## src/inc/stpw_pkg.sv

```systemverilog
// Package with register map, field positions and constants of the timer block
package stpw_pkg;
  // ==================================================
  // Register byte offsets
  localparam logic [11:0] STPW_CTRL_OFS = 12'h000;
  localparam logic [11:0] STPW_COMPARE_A_VALUE_OFS = 12'h004;
  localparam logic [11:0] STPW_PERIOD_COMPARE_VALUE_OFS = 12'h008;
  localparam logic [11:0] STPW_CNT_OFS = 12'h00c;
  localparam logic [11:0] STPW_STAT_OFS = 12'h010;
  // ==================================================
  // Control field positions
  localparam int STPW_ON_BIT = 0;
  localparam int STPW_CCLR_BIT = 1;
  localparam int STPW_DPX_BIT = 2;
  localparam int STPW_POL_BIT = 3;
  localparam int STPW_OC_BIT = 4;
  localparam int STPW_IO_LO = 5;
  localparam int STPW_MODE_LO = 7;
  localparam int STPW_EXT_RISE_BIT = 9;
  // Status field positions
  localparam int STPW_AF_BIT = 0;
  localparam int STPW_PF_BIT = 1;
  // ==================================================
  // Mode and pin function codes
  localparam logic [1:0] STPW_MODE_CMP = 2'h0;
  localparam logic [1:0] STPW_MODE_CAP = 2'h1;
  localparam logic [1:0] STPW_MODE_PWM = 2'h2;
  localparam logic [1:0] STPW_IO_INACT = 2'h0;
  localparam logic [1:0] STPW_IO_ACT = 2'h1;
  localparam logic [1:0] STPW_IO_PWM = 2'h2;
  localparam logic [1:0] STPW_IO_PULSE = 2'h3;
  localparam logic [1:0] STPW_CAP_RISE = 2'h0;
  localparam logic [1:0] STPW_CAP_FALL = 2'h1;
  localparam logic [1:0] STPW_CAP_BOTH = 2'h2;
  // ==================================================
  // Widths and reset values
  localparam int STPW_CW = 16;
  localparam logic [9:0] STPW_CTRL_RST = 10'h000;
  // Timer clock divider (timer clock = mclk / this)
  localparam logic [3:0] STPW_DIV = 4'h4;
endpackage

```

## src/hdl/stpw_clkdiv.sv

```systemverilog
// Timer clock enable divider
`timescale 1ns/1ns
module stpw_clkdiv (
  // Clock and reset
  input wire logic mclk_i,
  input wire logic sys_rst_i,
  // Tick output
  output logic tick_o
);
  import stpw_pkg::*;
  typedef struct packed {
    logic [3:0] cnt;
    logic tick;
  } stpw_div_t;
  stpw_div_t s_q, s_d;
  // ==================================================
  // Next state
  always_comb begin
    s_d = s_q;
    s_d.tick = 1'b0;
    if (s_q.cnt == STPW_DIV - 4'h1) begin
      s_d.cnt = 4'h0;
      s_d.tick = 1'b1;
    end else begin
      s_d.cnt = s_q.cnt + 4'h1;
    end
  end
  // Register
  always_ff @(posedge mclk_i) begin
    if (sys_rst_i) begin
      s_q <= '0;
    end else begin
      s_q <= s_d;
    end
  end
  assign tick_o = s_q.tick;
endmodule

```

## src/hdl/stpw_timer.sv

```systemverilog
// Standard timer: PWM, single pulse and capture modes with APB registers
//
// Our own choices: the placing of the registers and the APB interface to the registers.
`timescale 1ns/1ns
// Operation
// - Swap bit picks period and duty register
// - Clear select ignored in PWM mode
// - Separate flags for A and P matches
// - Level bit polarity; pin bits force/enable
// - Invert bit inverts the output pin
// - 10-bit period is P times 128, zero 1024
// - 16-bit period is P times 256, zero 65536
// - Swap set: A period, P scaled duty
// - Duty at or above period gives 100%
// - Counting continues while output forced
// - On bit rising starts counter and pulse
// - External clock pin edge sets on bit
// - A match clears on bit, ends pulse
// - Pulse counter cleared only by on rising
// - Capture edge latches counter into compare A
// - Pin bits select edge; 11 disables capture
// - Free run; P match wraps and flags
// - P zero lets counter reach maximum
// - Capture mode drives no output
module stpw_timer #(
  parameter bit WIDE = 1'b1 // 1: 16-bit instance, 0: 10-bit
) (
  // Clock and reset
  input wire logic mclk_i,
  input wire logic sys_rst_i,
  // APB slave
  input wire logic psel_i,
  input wire logic penable_i,
  input wire logic pwrite_i,
  input wire logic [11:0] paddr_i,
  input wire logic [31:0] pwdata_i,
  output logic [31:0] prdata_o,
  output logic pready_o,
  output logic pslverr_o,
  // Pins
  input wire logic ext_clock_pin_i,
  input wire logic capture_pin_i,
  output logic timer_out_o,
  output logic timer_irq_o
);
  import stpw_pkg::*;
  typedef struct packed {
    logic [9:0] ctrl;
    logic [15:0] compare_a_value;
    logic [7:0] period_compare_value;
    logic [15:0] cnt;
    logic [1:0] flags;
    logic on_prev;
    logic ext_prev;
    logic cap_prev;
    logic pwm_act;
    logic pin;
    logic irq;
    logic [31:0] rdata;
    logic ready;
    logic slverr;
  } stpw_state_t;
  stpw_state_t s_q, s_d;
  logic tick;
  // Divided timer clock
  stpw_clkdiv u_div (
    .mclk_i(mclk_i),
    .sys_rst_i(sys_rst_i),
    .tick_o(tick)
  );
  // ==================================================
  // Field views
  logic on_b, dpx_b, pol_b, oc_b, ext_rise_b;
  logic [1:0] io_f, mode_f;
  assign on_b = s_q.ctrl[STPW_ON_BIT];
  assign dpx_b = s_q.ctrl[STPW_DPX_BIT];
  assign pol_b = s_q.ctrl[STPW_POL_BIT];
  assign oc_b = s_q.ctrl[STPW_OC_BIT];
  assign io_f = s_q.ctrl[STPW_IO_LO +: 2];
  assign mode_f = s_q.ctrl[STPW_MODE_LO +: 2];
  assign ext_rise_b = s_q.ctrl[STPW_EXT_RISE_BIT];
  // ==================================================
  // Scaled compare values
  logic [16:0] p_scaled, a_val, per_len, duty_len, cmax;
  always_comb begin
    if (WIDE) begin
      p_scaled = (s_q.period_compare_value == 8'h00) ? 17'h10000 : {1'b0, s_q.period_compare_value, 8'h00};
      a_val = {1'b0, s_q.compare_a_value};
      cmax = 17'h0ffff;
    end else begin
      p_scaled = (s_q.period_compare_value[2:0] == 3'h0) ? 17'h00400 : {7'h00, s_q.period_compare_value[2:0], 7'h00};
      a_val = {7'h00, s_q.compare_a_value[9:0]};
      cmax = 17'h003ff;
    end
    if (dpx_b) begin
      per_len = a_val;
      duty_len = p_scaled;
    end else begin
      per_len = p_scaled;
      duty_len = a_val;
    end
  end
  // Match detection on current count
  logic [16:0] cnt_x;
  logic a_hit, p_hit, cap_edge;
  assign cnt_x = {1'b0, s_q.cnt};
  assign a_hit = (cnt_x == a_val);
  // zero P compares at the maximum count
  assign p_hit = (p_scaled > cmax) ? (cnt_x == cmax) : (cnt_x + 17'h1 == p_scaled);
  always_comb begin
    unique case (io_f)
      STPW_CAP_RISE: cap_edge = capture_pin_i & ~s_q.cap_prev;
      STPW_CAP_FALL: cap_edge = ~capture_pin_i & s_q.cap_prev;
      STPW_CAP_BOTH: cap_edge = capture_pin_i ^ s_q.cap_prev;
      default: cap_edge = 1'b0;
    endcase
  end
  // ==================================================
  // APB decode
  logic acc, wr;
  assign acc = psel_i & penable_i & ~s_q.ready;
  assign wr = acc & pwrite_i;
  // ==================================================
  // Next state
  always_comb begin
    logic ev_a, ev_p, set_on, clr_on, rise_on, raw;
    s_d = s_q;
    ev_a = 1'b0;
    ev_p = 1'b0;
    set_on = 1'b0;
    clr_on = 1'b0;
    raw = 1'b0;
    rise_on = on_b & ~s_q.on_prev;
    s_d.ready = acc;
    s_d.slverr = 1'b0;
    s_d.ext_prev = ext_clock_pin_i;
    s_d.cap_prev = capture_pin_i;
    s_d.on_prev = on_b;
    // Counter, on timer ticks
    if (rise_on) begin
      s_d.cnt = 16'h0000;
      s_d.pwm_act = 1'b1;
    end else if (on_b && tick) begin
      unique case (mode_f)
        STPW_MODE_PWM: begin
          if (io_f == STPW_IO_PULSE) begin
            if (a_hit) begin
              ev_a = 1'b1;
              clr_on = 1'b1;
            end else begin
              s_d.cnt = s_q.cnt + 16'h1;
            end
          end else begin
            if (cnt_x + 17'h1 >= per_len) begin
              s_d.cnt = 16'h0000;
            end else begin
              s_d.cnt = s_q.cnt + 16'h1;
            end
            ev_a = a_hit;
            ev_p = (cnt_x + 17'h1 == p_scaled);
          end
        end
        STPW_MODE_CAP: begin
          if (p_hit) begin
            s_d.cnt = 16'h0000;
            ev_p = 1'b1;
          end else begin
            s_d.cnt = s_q.cnt + 16'h1;
          end
        end
        default: s_d.cnt = s_q.cnt + 16'h1;
      endcase
    end
    // PWM active phase: next count below duty; full duty
    if (mode_f == STPW_MODE_PWM && io_f != STPW_IO_PULSE && on_b) begin
      s_d.pwm_act = ({1'b0, s_d.cnt} < duty_len) || (duty_len >= per_len);
    end
    if (mode_f == STPW_MODE_CAP && on_b && cap_edge) begin
      s_d.compare_a_value = WIDE ? s_q.cnt : {6'h00, s_q.cnt[9:0]};
      ev_a = 1'b1;
    end
    if (mode_f == STPW_MODE_PWM && io_f == STPW_IO_PULSE && !on_b &&
        (ext_rise_b ? (ext_clock_pin_i & ~s_q.ext_prev)
                    : (~ext_clock_pin_i & s_q.ext_prev))) begin
      set_on = 1'b1;
    end
    // Register writes
    if (wr) begin
      unique case (paddr_i)
        STPW_CTRL_OFS: s_d.ctrl = pwdata_i[9:0];
        STPW_COMPARE_A_VALUE_OFS: s_d.compare_a_value = WIDE ? pwdata_i[15:0] : {6'h00, pwdata_i[9:0]};
        STPW_PERIOD_COMPARE_VALUE_OFS: s_d.period_compare_value = pwdata_i[7:0];
        STPW_STAT_OFS: s_d.flags = s_q.flags & ~pwdata_i[1:0];
        default: s_d.slverr = 1'b1;
      endcase
    end
    if (acc && !pwrite_i) begin
      unique case (paddr_i)
        STPW_CTRL_OFS: s_d.rdata = {22'h0, s_q.ctrl};
        STPW_COMPARE_A_VALUE_OFS: s_d.rdata = {16'h0, s_q.compare_a_value};
        STPW_PERIOD_COMPARE_VALUE_OFS: s_d.rdata = {24'h0, s_q.period_compare_value};
        STPW_CNT_OFS: s_d.rdata = {16'h0, s_q.cnt};
        STPW_STAT_OFS: s_d.rdata = {30'h0, s_q.flags};
        default: begin
          s_d.rdata = 32'h0;
          s_d.slverr = 1'b1;
        end
      endcase
    end
    // Hardware set wins over software clear
    if (set_on) s_d.ctrl[STPW_ON_BIT] = 1'b1;
    if (clr_on) s_d.ctrl[STPW_ON_BIT] = 1'b0;
    if (ev_a) s_d.flags[STPW_AF_BIT] = 1'b1;
    if (ev_p) s_d.flags[STPW_PF_BIT] = 1'b1;
    s_d.irq = |s_d.flags;
    // Output pin
    if (mode_f == STPW_MODE_PWM) begin
      unique case (io_f)
        STPW_IO_INACT: raw = ~oc_b;
        STPW_IO_ACT: raw = oc_b;
        STPW_IO_PWM: raw = s_d.pwm_act ? oc_b : ~oc_b;
        default: raw = s_d.ctrl[STPW_ON_BIT] ? oc_b : ~oc_b;
      endcase
      s_d.pin = raw ^ pol_b;
    end else begin
      s_d.pin = 1'b0;
    end
  end
  // Register
  always_ff @(posedge mclk_i) begin
    if (sys_rst_i) begin
      s_q <= '0;
      s_q.ctrl <= STPW_CTRL_RST;
    end else begin
      s_q <= s_d;
    end
  end
  assign prdata_o = s_q.rdata;
  assign pready_o = s_q.ready;
  assign pslverr_o = s_q.slverr;
  assign timer_out_o = s_q.pin;
  assign timer_irq_o = s_q.irq;
  // ==================================================
  // Checks
  // On-bit rising seen by the checks
  logic rise_on_w;
  assign rise_on_w = on_b & ~s_q.on_prev;
  // A match in pulse mode clears on
  AST_PULSE_END: assert property (@(posedge mclk_i) disable iff (sys_rst_i)
    (mode_f == STPW_MODE_PWM && io_f == STPW_IO_PULSE && on_b && tick && a_hit && !rise_on_w)
    |=> !on_b ##1 s_q.flags[STPW_AF_BIT]) else $error("pulse not ended by A match");
  AST_ON_RISE: assert property (@(posedge mclk_i) disable iff (sys_rst_i)
    rise_on_w |=> s_q.cnt == 16'h0000) else $error("counter not cleared on start");
  AST_CAPTURE: assert property (@(posedge mclk_i) disable iff (sys_rst_i)
    (mode_f == STPW_MODE_CAP && on_b && cap_edge && !wr)
    |=> s_q.compare_a_value[9:0] == $past(s_q.cnt[9:0]) && s_q.flags[STPW_AF_BIT])
    else $error("capture failed");
  AST_CAP_OFF: assert property (@(posedge mclk_i) disable iff (sys_rst_i)
    (mode_f == STPW_MODE_CAP && io_f == 2'h3 && !wr) |=> $stable(s_q.compare_a_value))
    else $error("capture while disabled");
  AST_CAP_NOOUT: assert property (@(posedge mclk_i) disable iff (sys_rst_i)
    mode_f == STPW_MODE_CAP |=> !timer_out_o) else $error("output in capture mode");
  AST_CAP_WRAP: assert property (@(posedge mclk_i) disable iff (sys_rst_i)
    (mode_f == STPW_MODE_CAP && on_b && tick && p_hit && !rise_on_w)
    |=> s_q.cnt == 16'h0000 ##1 s_q.flags[STPW_PF_BIT]) else $error("no wrap");
  AST_FORCED_RUN: assert property (@(posedge mclk_i) disable iff (sys_rst_i)
    (mode_f == STPW_MODE_PWM && io_f == STPW_IO_INACT && on_b && tick && !rise_on_w
     && cnt_x + 17'h1 < per_len) |=> s_q.cnt == $past(s_q.cnt) + 16'h1)
    else $error("counter stalled");
  AST_FORCE_ACT: assert property (@(posedge mclk_i) disable iff (sys_rst_i)
    (mode_f == STPW_MODE_PWM && io_f == STPW_IO_ACT && !wr) |=> timer_out_o == (oc_b ^ pol_b))
    else $error("forced level wrong");
  COV_PULSE: cover property (@(posedge mclk_i) rise_on_w && io_f == STPW_IO_PULSE);
  COV_CAP: cover property (@(posedge mclk_i) mode_f == STPW_MODE_CAP && cap_edge && on_b);
  COV_PWM: cover property (@(posedge mclk_i) mode_f == STPW_MODE_PWM && $rose(timer_out_o));
endmodule

```

## config.mk

```make
export PLATFORM = sky130hd
export DESIGN_NAME = stpw_timer
export DESIGN_NICKNAME = d
export VERILOG_FILES = /design/src/inc/stpw_pkg.sv /design/src/hdl/stpw_clkdiv.sv /design/src/hdl/stpw_timer.sv
export SDC_FILE = /design/constraint.sdc
export NUM_CORES = 1
export LEC_CHECK = 0
export BUFFER_PORTS_ARGS = -buffer_cell sky130_fd_sc_hd__buf_4
export CAP_MARGIN = 20
export CORE_UTILIZATION = 38
export CTS_BUF_LIST = sky130_fd_sc_hd__clkbuf_16
export DETAILED_ROUTE_END_ITERATION = 10
export PLACE_DENSITY = 0.63
export SKIP_LAST_GASP = 1
export SYNTH_ARGS = -nofsm -noshare
export SYNTH_HDL_FRONTEND = slang
export SYNTH_HIERARCHICAL = 1
export SYNTH_SLANG_ARGS = --single-unit
```

## constraint.sdc

```tcl
create_clock -name mclk_i -period 5.3 [get_ports mclk_i]
set_clock_uncertainty 0.1 [all_clocks]
set_input_delay 0.795 -clock mclk_i [delete_from_list [all_inputs] [get_ports mclk_i]]
set_output_delay 0.795 -clock mclk_i [all_outputs]
set_load 0.01 [all_outputs]
```

* Word level (Yosys, flattened, before mapping)
Index checks and enable logic that the tools add are counted.
Word-level totals: register bits 97, input bits 51, output and inout bits 36, logic and storage cells 132
Operators by class: $add $sub $neg 3, magnitude comparators 4, equality and inequality tests 14, mux-type cells 52, bitwise logic cells 20, reduce and logical (&&, ||, !) cells 22
Operator list (number):
- 2-to-1 mux 16 bit | 8
- one-hot mux 16 bit (5 select lines) | 1
- 2-to-1 mux 17 bit | 3
- >= comparator 17 bit | 2
- 2-to-1 mux 1 bit | 32
- one-hot mux 16 bit (2 select lines) | 1
- 2-to-1 mux 25 bit | 1
- equality test 12 x 4 -> 1 bit, second input constant | 2
- adder 16 x 1 -> 17 bit, second input constant | 1
- equality test 17 bit | 1
- greater-than comparator 17 x 16 -> 1 bit, second input constant | 1
- < comparator 16 x 17 -> 1 bit | 1
- adder 16 x 1 -> 16 bit, second input constant | 1
- equality test 16 bit | 1
- equality test 16 bit, second input constant | 1
- equality test 12 x 3 -> 1 bit, second input constant | 1
- equality test 12 x 5 -> 1 bit, second input constant | 1
- zero test 12 bit | 1
- logical AND 1 bit | 9
- AND 1 bit | 8
- zero test 8 bit | 1
- 2-to-1 mux 8 bit | 1
- NOT 1 bit | 8
- equality test 2 bit, second input constant | 3
- 17 further kinds | 25

* Longest topological paths before layout
depth in word-level cells 16, mapped depth 27, mapped depth without buffers 24

* Hierarchy
The synthesis kept the hierarchy.
Modules (own cells, without submodules):
- stpw_timer | times used 1, cells an instance 831, area an instance 6298.5 um^2, seq. area each 1521.5 um^2
- stpw_clkdiv | times used 1, cells an instance 17, area an instance 197.7 um^2, seq. area each 100.1 um^2

* Least setup slack after synthesis
Ideal clock, no wire load.
path kind register to register, start register s_q (netlist bit dpx_b), end register s_q (netlist bit timer_out_o), setup time 0.121 ns, arrival time 4.968 ns, required time 5.079 ns, slack 0.111 ns, cell stages (with the launch flop) 25, buffers on the path 4, clock period less this slack 5.189 ns, path through dfxtp_1 > clkbuf_1 > clkbuf_1 > buf_1 > mux2i_1 > ha_1 > o221ai_1 > a311o_1 > a21oi_1 > a21o_1 > a311oi_1 > or2_2 > buf_4 > a21oi_1 > nor2_1 > ha_1 > a21o_1 > a221o_1 > a21oi_1 > o21ai_0 > a21oi_1 > nand3b_1 > nor3b_1 > a21oi_1 > mux2i_1
RTL lines:
- from (decl) | RTL line stpw_timer.sv:63 | stpw_state_t s_q, s_d;

==> flow_summary.json <==
{
  "run_status": "complete, no violations",
  "synth_commonest_cells": "nand2_1, dfxtp_1, a21oi_1, nor2_1, clkbuf_1",
  "ioPinCount": 87,
  "stdcell_area_um2": 8252,
  "design.core.area_um2": 16640,
  "power.internal_mw": 0.9690,
  "drt-vias-per-instance": 5.653,
  "swShare_pct": 26.59,
  "min_period_ns": 5.105,
  "drcViolationCount": 0,
  "grt_use_total_pct": 24.30,
  "dpl.cell_count": 1162,
  "tightest_slew_ns": 0.8715,
  "worstPathCellList": "nor4_1 -> nand2_1 -> nor2_1 -> inv_1 -> ha_1 -> nand4_1 -> nor2_1 -> nor3_1 -> a21boi_1 -> a311oi_2 -> or2_4 -> o21ai_2 -> a31oi_2 -> ha_1 -> a21o_1 -> a21o_1 -> a211oi_2 -> o21ai_1 -> buf_4 -> a21oi_4 -> nand3b_1 -> nor3b_2 -> a21oi_2 -> mux2i_1",
  "nFillCells": 1628,
  "io_buffers": 54,
  "die-height_um": 132.8,
  "synth_top_cell_by_area": "dfxtp_1",
  "rows": 47,
  "drt-initial-drc-count": 589,
  "hold_path.class": "reg2reg",
  "grt_use_met2_pct": 37.57,
  "dr_total_vias": 6693,
  "p_total_mw": 1.320,
  "sequentialPowerShare_pct": 46.5,
  "leakage_nw": 3.590,
  "ctsRootBufferMaster": "clkbuf_16",
  "fin_cells": 1184,
  "cts_inserted_buffers": 9,
  "setup_violations": 0,
  "crit_path_top_delay_cell": "nor4_1",
  "antenna_found_initial": 0,
  "synthMostInstantiatedCell": "nand2_1",
  "syn_area_per_cell_um2": 7.661,
  "clkPwrFrac_pct": 48.9,
  "maxSlewViolCount": 0,
  "dpl.hpwl_um": 16060,
  "finalSetupTns_ns": 0,
  "synth_top_flop_cell": "dfxtp_1",
  "synthCells": 848,
  "syn_to_final_growth_pct": 27.02,
  "slew_headroom_pct": 41.90,
  "max_stage_delay_ns": 0.50,
  "ir_worst_vdd_uv": 171.7,
  "critPathMaxFanout": 9,
  "syn-cell-area_um2": 6496,
  "hold_viol_final": 0,
  "p_switching_mw": 0.3510,
  "wl_per_cell_um": 18.16,
  "combPwrFrac_pct": 4.6,
  "hold_buffers": 0,
  "arrival_ns": 5.25,
  "grt_util_met3_pct": 5.287,
  "synthArstFlopShare_pct": 0,
  "synth_edf_count": 0,
  "path_clk_slew_ns": 0.07,
  "synth_cell_types": 74,
  "grt_pass1_wl_um": 33040,
  "die_area_um2": 17620,
  "synth_top_area_share_pct": 24.96,
  "cts_num_sinks": 81,
  "initial_core_util_pct": 39.03,
  "num_antenna_cells": 0,
  "worstPathRequired_ns": 5.45,
  "path_class": "reg2reg",
  "ys_warn_count": 6,
  "worst-path-stages": 24,
  "ys_seq_elements": 81,
  "path_delay_family": "simple AND/OR/NAND/NOR gates",
  "wl_um": 21510,
  "route.antenna.remaining_nets": 0,
  "grt_max_degree": 79,
  "use_met1_pct": 33.76,
  "power_density_nw_per_um2": 160.0,
  "hold_ws_ns": 0.3587,
  "h-tree-depth": 3,
  "gp_congestion": 0.9384,
  "first_pass_iters": 5,
  "cts_tree": "done",
  "grt.busiest_layer": "met2",
  "yosys-top-cells-area": "dfxtp_1, ha_1, a21oi_1",
  "r2r_cells": 24,
  "max_freq_mhz": 195.9,
  "drive_above_1_share_pct": 27.59,
  "maxCapViolCount": 0,
  "cp.buffers_inverters": 2,
  "grt_pass1_vias": 6067,
  "yosysSeqAreaShare_pct": 24.96,
  "fp.dieW_um": 132.8,
  "holdPathStages": 2,
  "dpl_cell_area_um2": 7655,
  "cp-start-kind": "flop",
  "clockBufferDepth": 2,
  "clk_latency_ns": 0.37,
  "cp-end-kind": "flop",
  "fin_crit_sh_pct": 96.33,
  "gr-total-overflow": 0,
  "nNetsFinal": 1054
}
power by group through the flow:
stage	Combinational, mW	Clock (mW)	Sequential [mW]
floorplan	0.0379	0	0.629
finish	0.0609	0.645	0.614
detailed placement	0.0604	0	0.629
global placement	0.0594	0	0.629
CTS	0.0605	0.655	0.615
global route	0.0657	0.680	0.614
state kept, by name (all words and copies together), names as in the netlist, 2 cells and up:
| name | cells |
|---|---|
| io_f | 2 |
| s_q | 15 |
| mode_f | 2 |
| prdata_o | 16 |
| cnt_x | 16 |
| a_val | 16 |
| u_div/s_q | 4 |
metal layers:
layer	vias up	routed length, um
met3	41	1624
met5	-	0
met1	3162	9765
met4	0	520
met2	259	9595
li1	3231	-
worst paths after layout:
path                                  start     endpoint  slack [ns]
worst max register to register      s_q[58]  timer_out_o        0.19
worst min register to register  prdata_o[8]  prdata_o[8]        0.36
worst max-delay path                s_q[58]  timer_out_o        0.19
worst min-delay path            prdata_o[8]  prdata_o[8]        0.36
kinds of logic after synthesis:
kind of cell | after synthesis | synth area share (%)
AND/OR/NAND/NOR | 318 | 25.10
multiplexers | 38 | 6.067
flip-flops | 81 | 24.96
other | 1 | 0.05773
buffers and inverters | 125 | 9.572
adder cells (fa/ha/maj) | 44 | 8.475
XOR/XNOR | 31 | 4.603
AO/OA/AOI/OAI | 210 | 21.17
layout make-up:
class	instances	area [um^2]	area share, %
multi-input combinational	657	4534	54.95
sequential	81	1639	19.86
timing repair buffer	183	1405	17.03
tap	220	275.3	3.336
clock buffer	9	225.2	2.729
inverter	27	101.3	1.228
clock inverter	7	71.32	0.8643
layout by cell type, fill, tap and decap left out, drive strengths merged, types with 18 or more instances in the layout:
cell,netlist,final
buf,46,183
nand2,92,92
dfxtp,81,81
a21oi,77,77
nor2,71,71
ha,44,44
inv,27,32
mux2i,30,30
nand3,30,30
o21ai,25,25
a211oi,22,22
xor2,19,19
a22oi,18,18
worst reg2reg max path, cell delays in order (launching register included):
cell and delay, ns:
dfxtp_1 0.43, nor4_1 0.51, nand2_1 0.19, nor2_1 0.16, inv_1 0.06, ha_1 0.29
nand4_1 0.10, nor2_1 0.08, nor3_1 0.19, a21boi_1 0.14, a311oi_2 0.25, or2_4 0.24
o21ai_2 0.09, a31oi_2 0.25, ha_1 0.29, a21o_1 0.18, a21o_1 0.19, a211oi_2 0.24
o21ai_1 0.10, buf_4 0.16, a21oi_4 0.12, nand3b_1 0.15, nor3b_2 0.26, a21oi_2 0.09
mux2i_1 0.14
stage by stage:
step,utilization (%),worst slack (ns)
after global placement,46.00,-0.05697
after CTS,47.90,0.02582
final,49.58,0.1947
after floorplan,-,0.1110
after global routing,49.58,-0.05255
after detailed placement,46.00,-0.1018
repair_timing:
action / in CTS / in global routing
pin swaps: 2 / 21
setup buffers: 1 / 5
resized for setup: 5 / 57
endpoints found under the setup margin: 2 / 2
No activity file was read; power rests on OpenSTA's default activity.
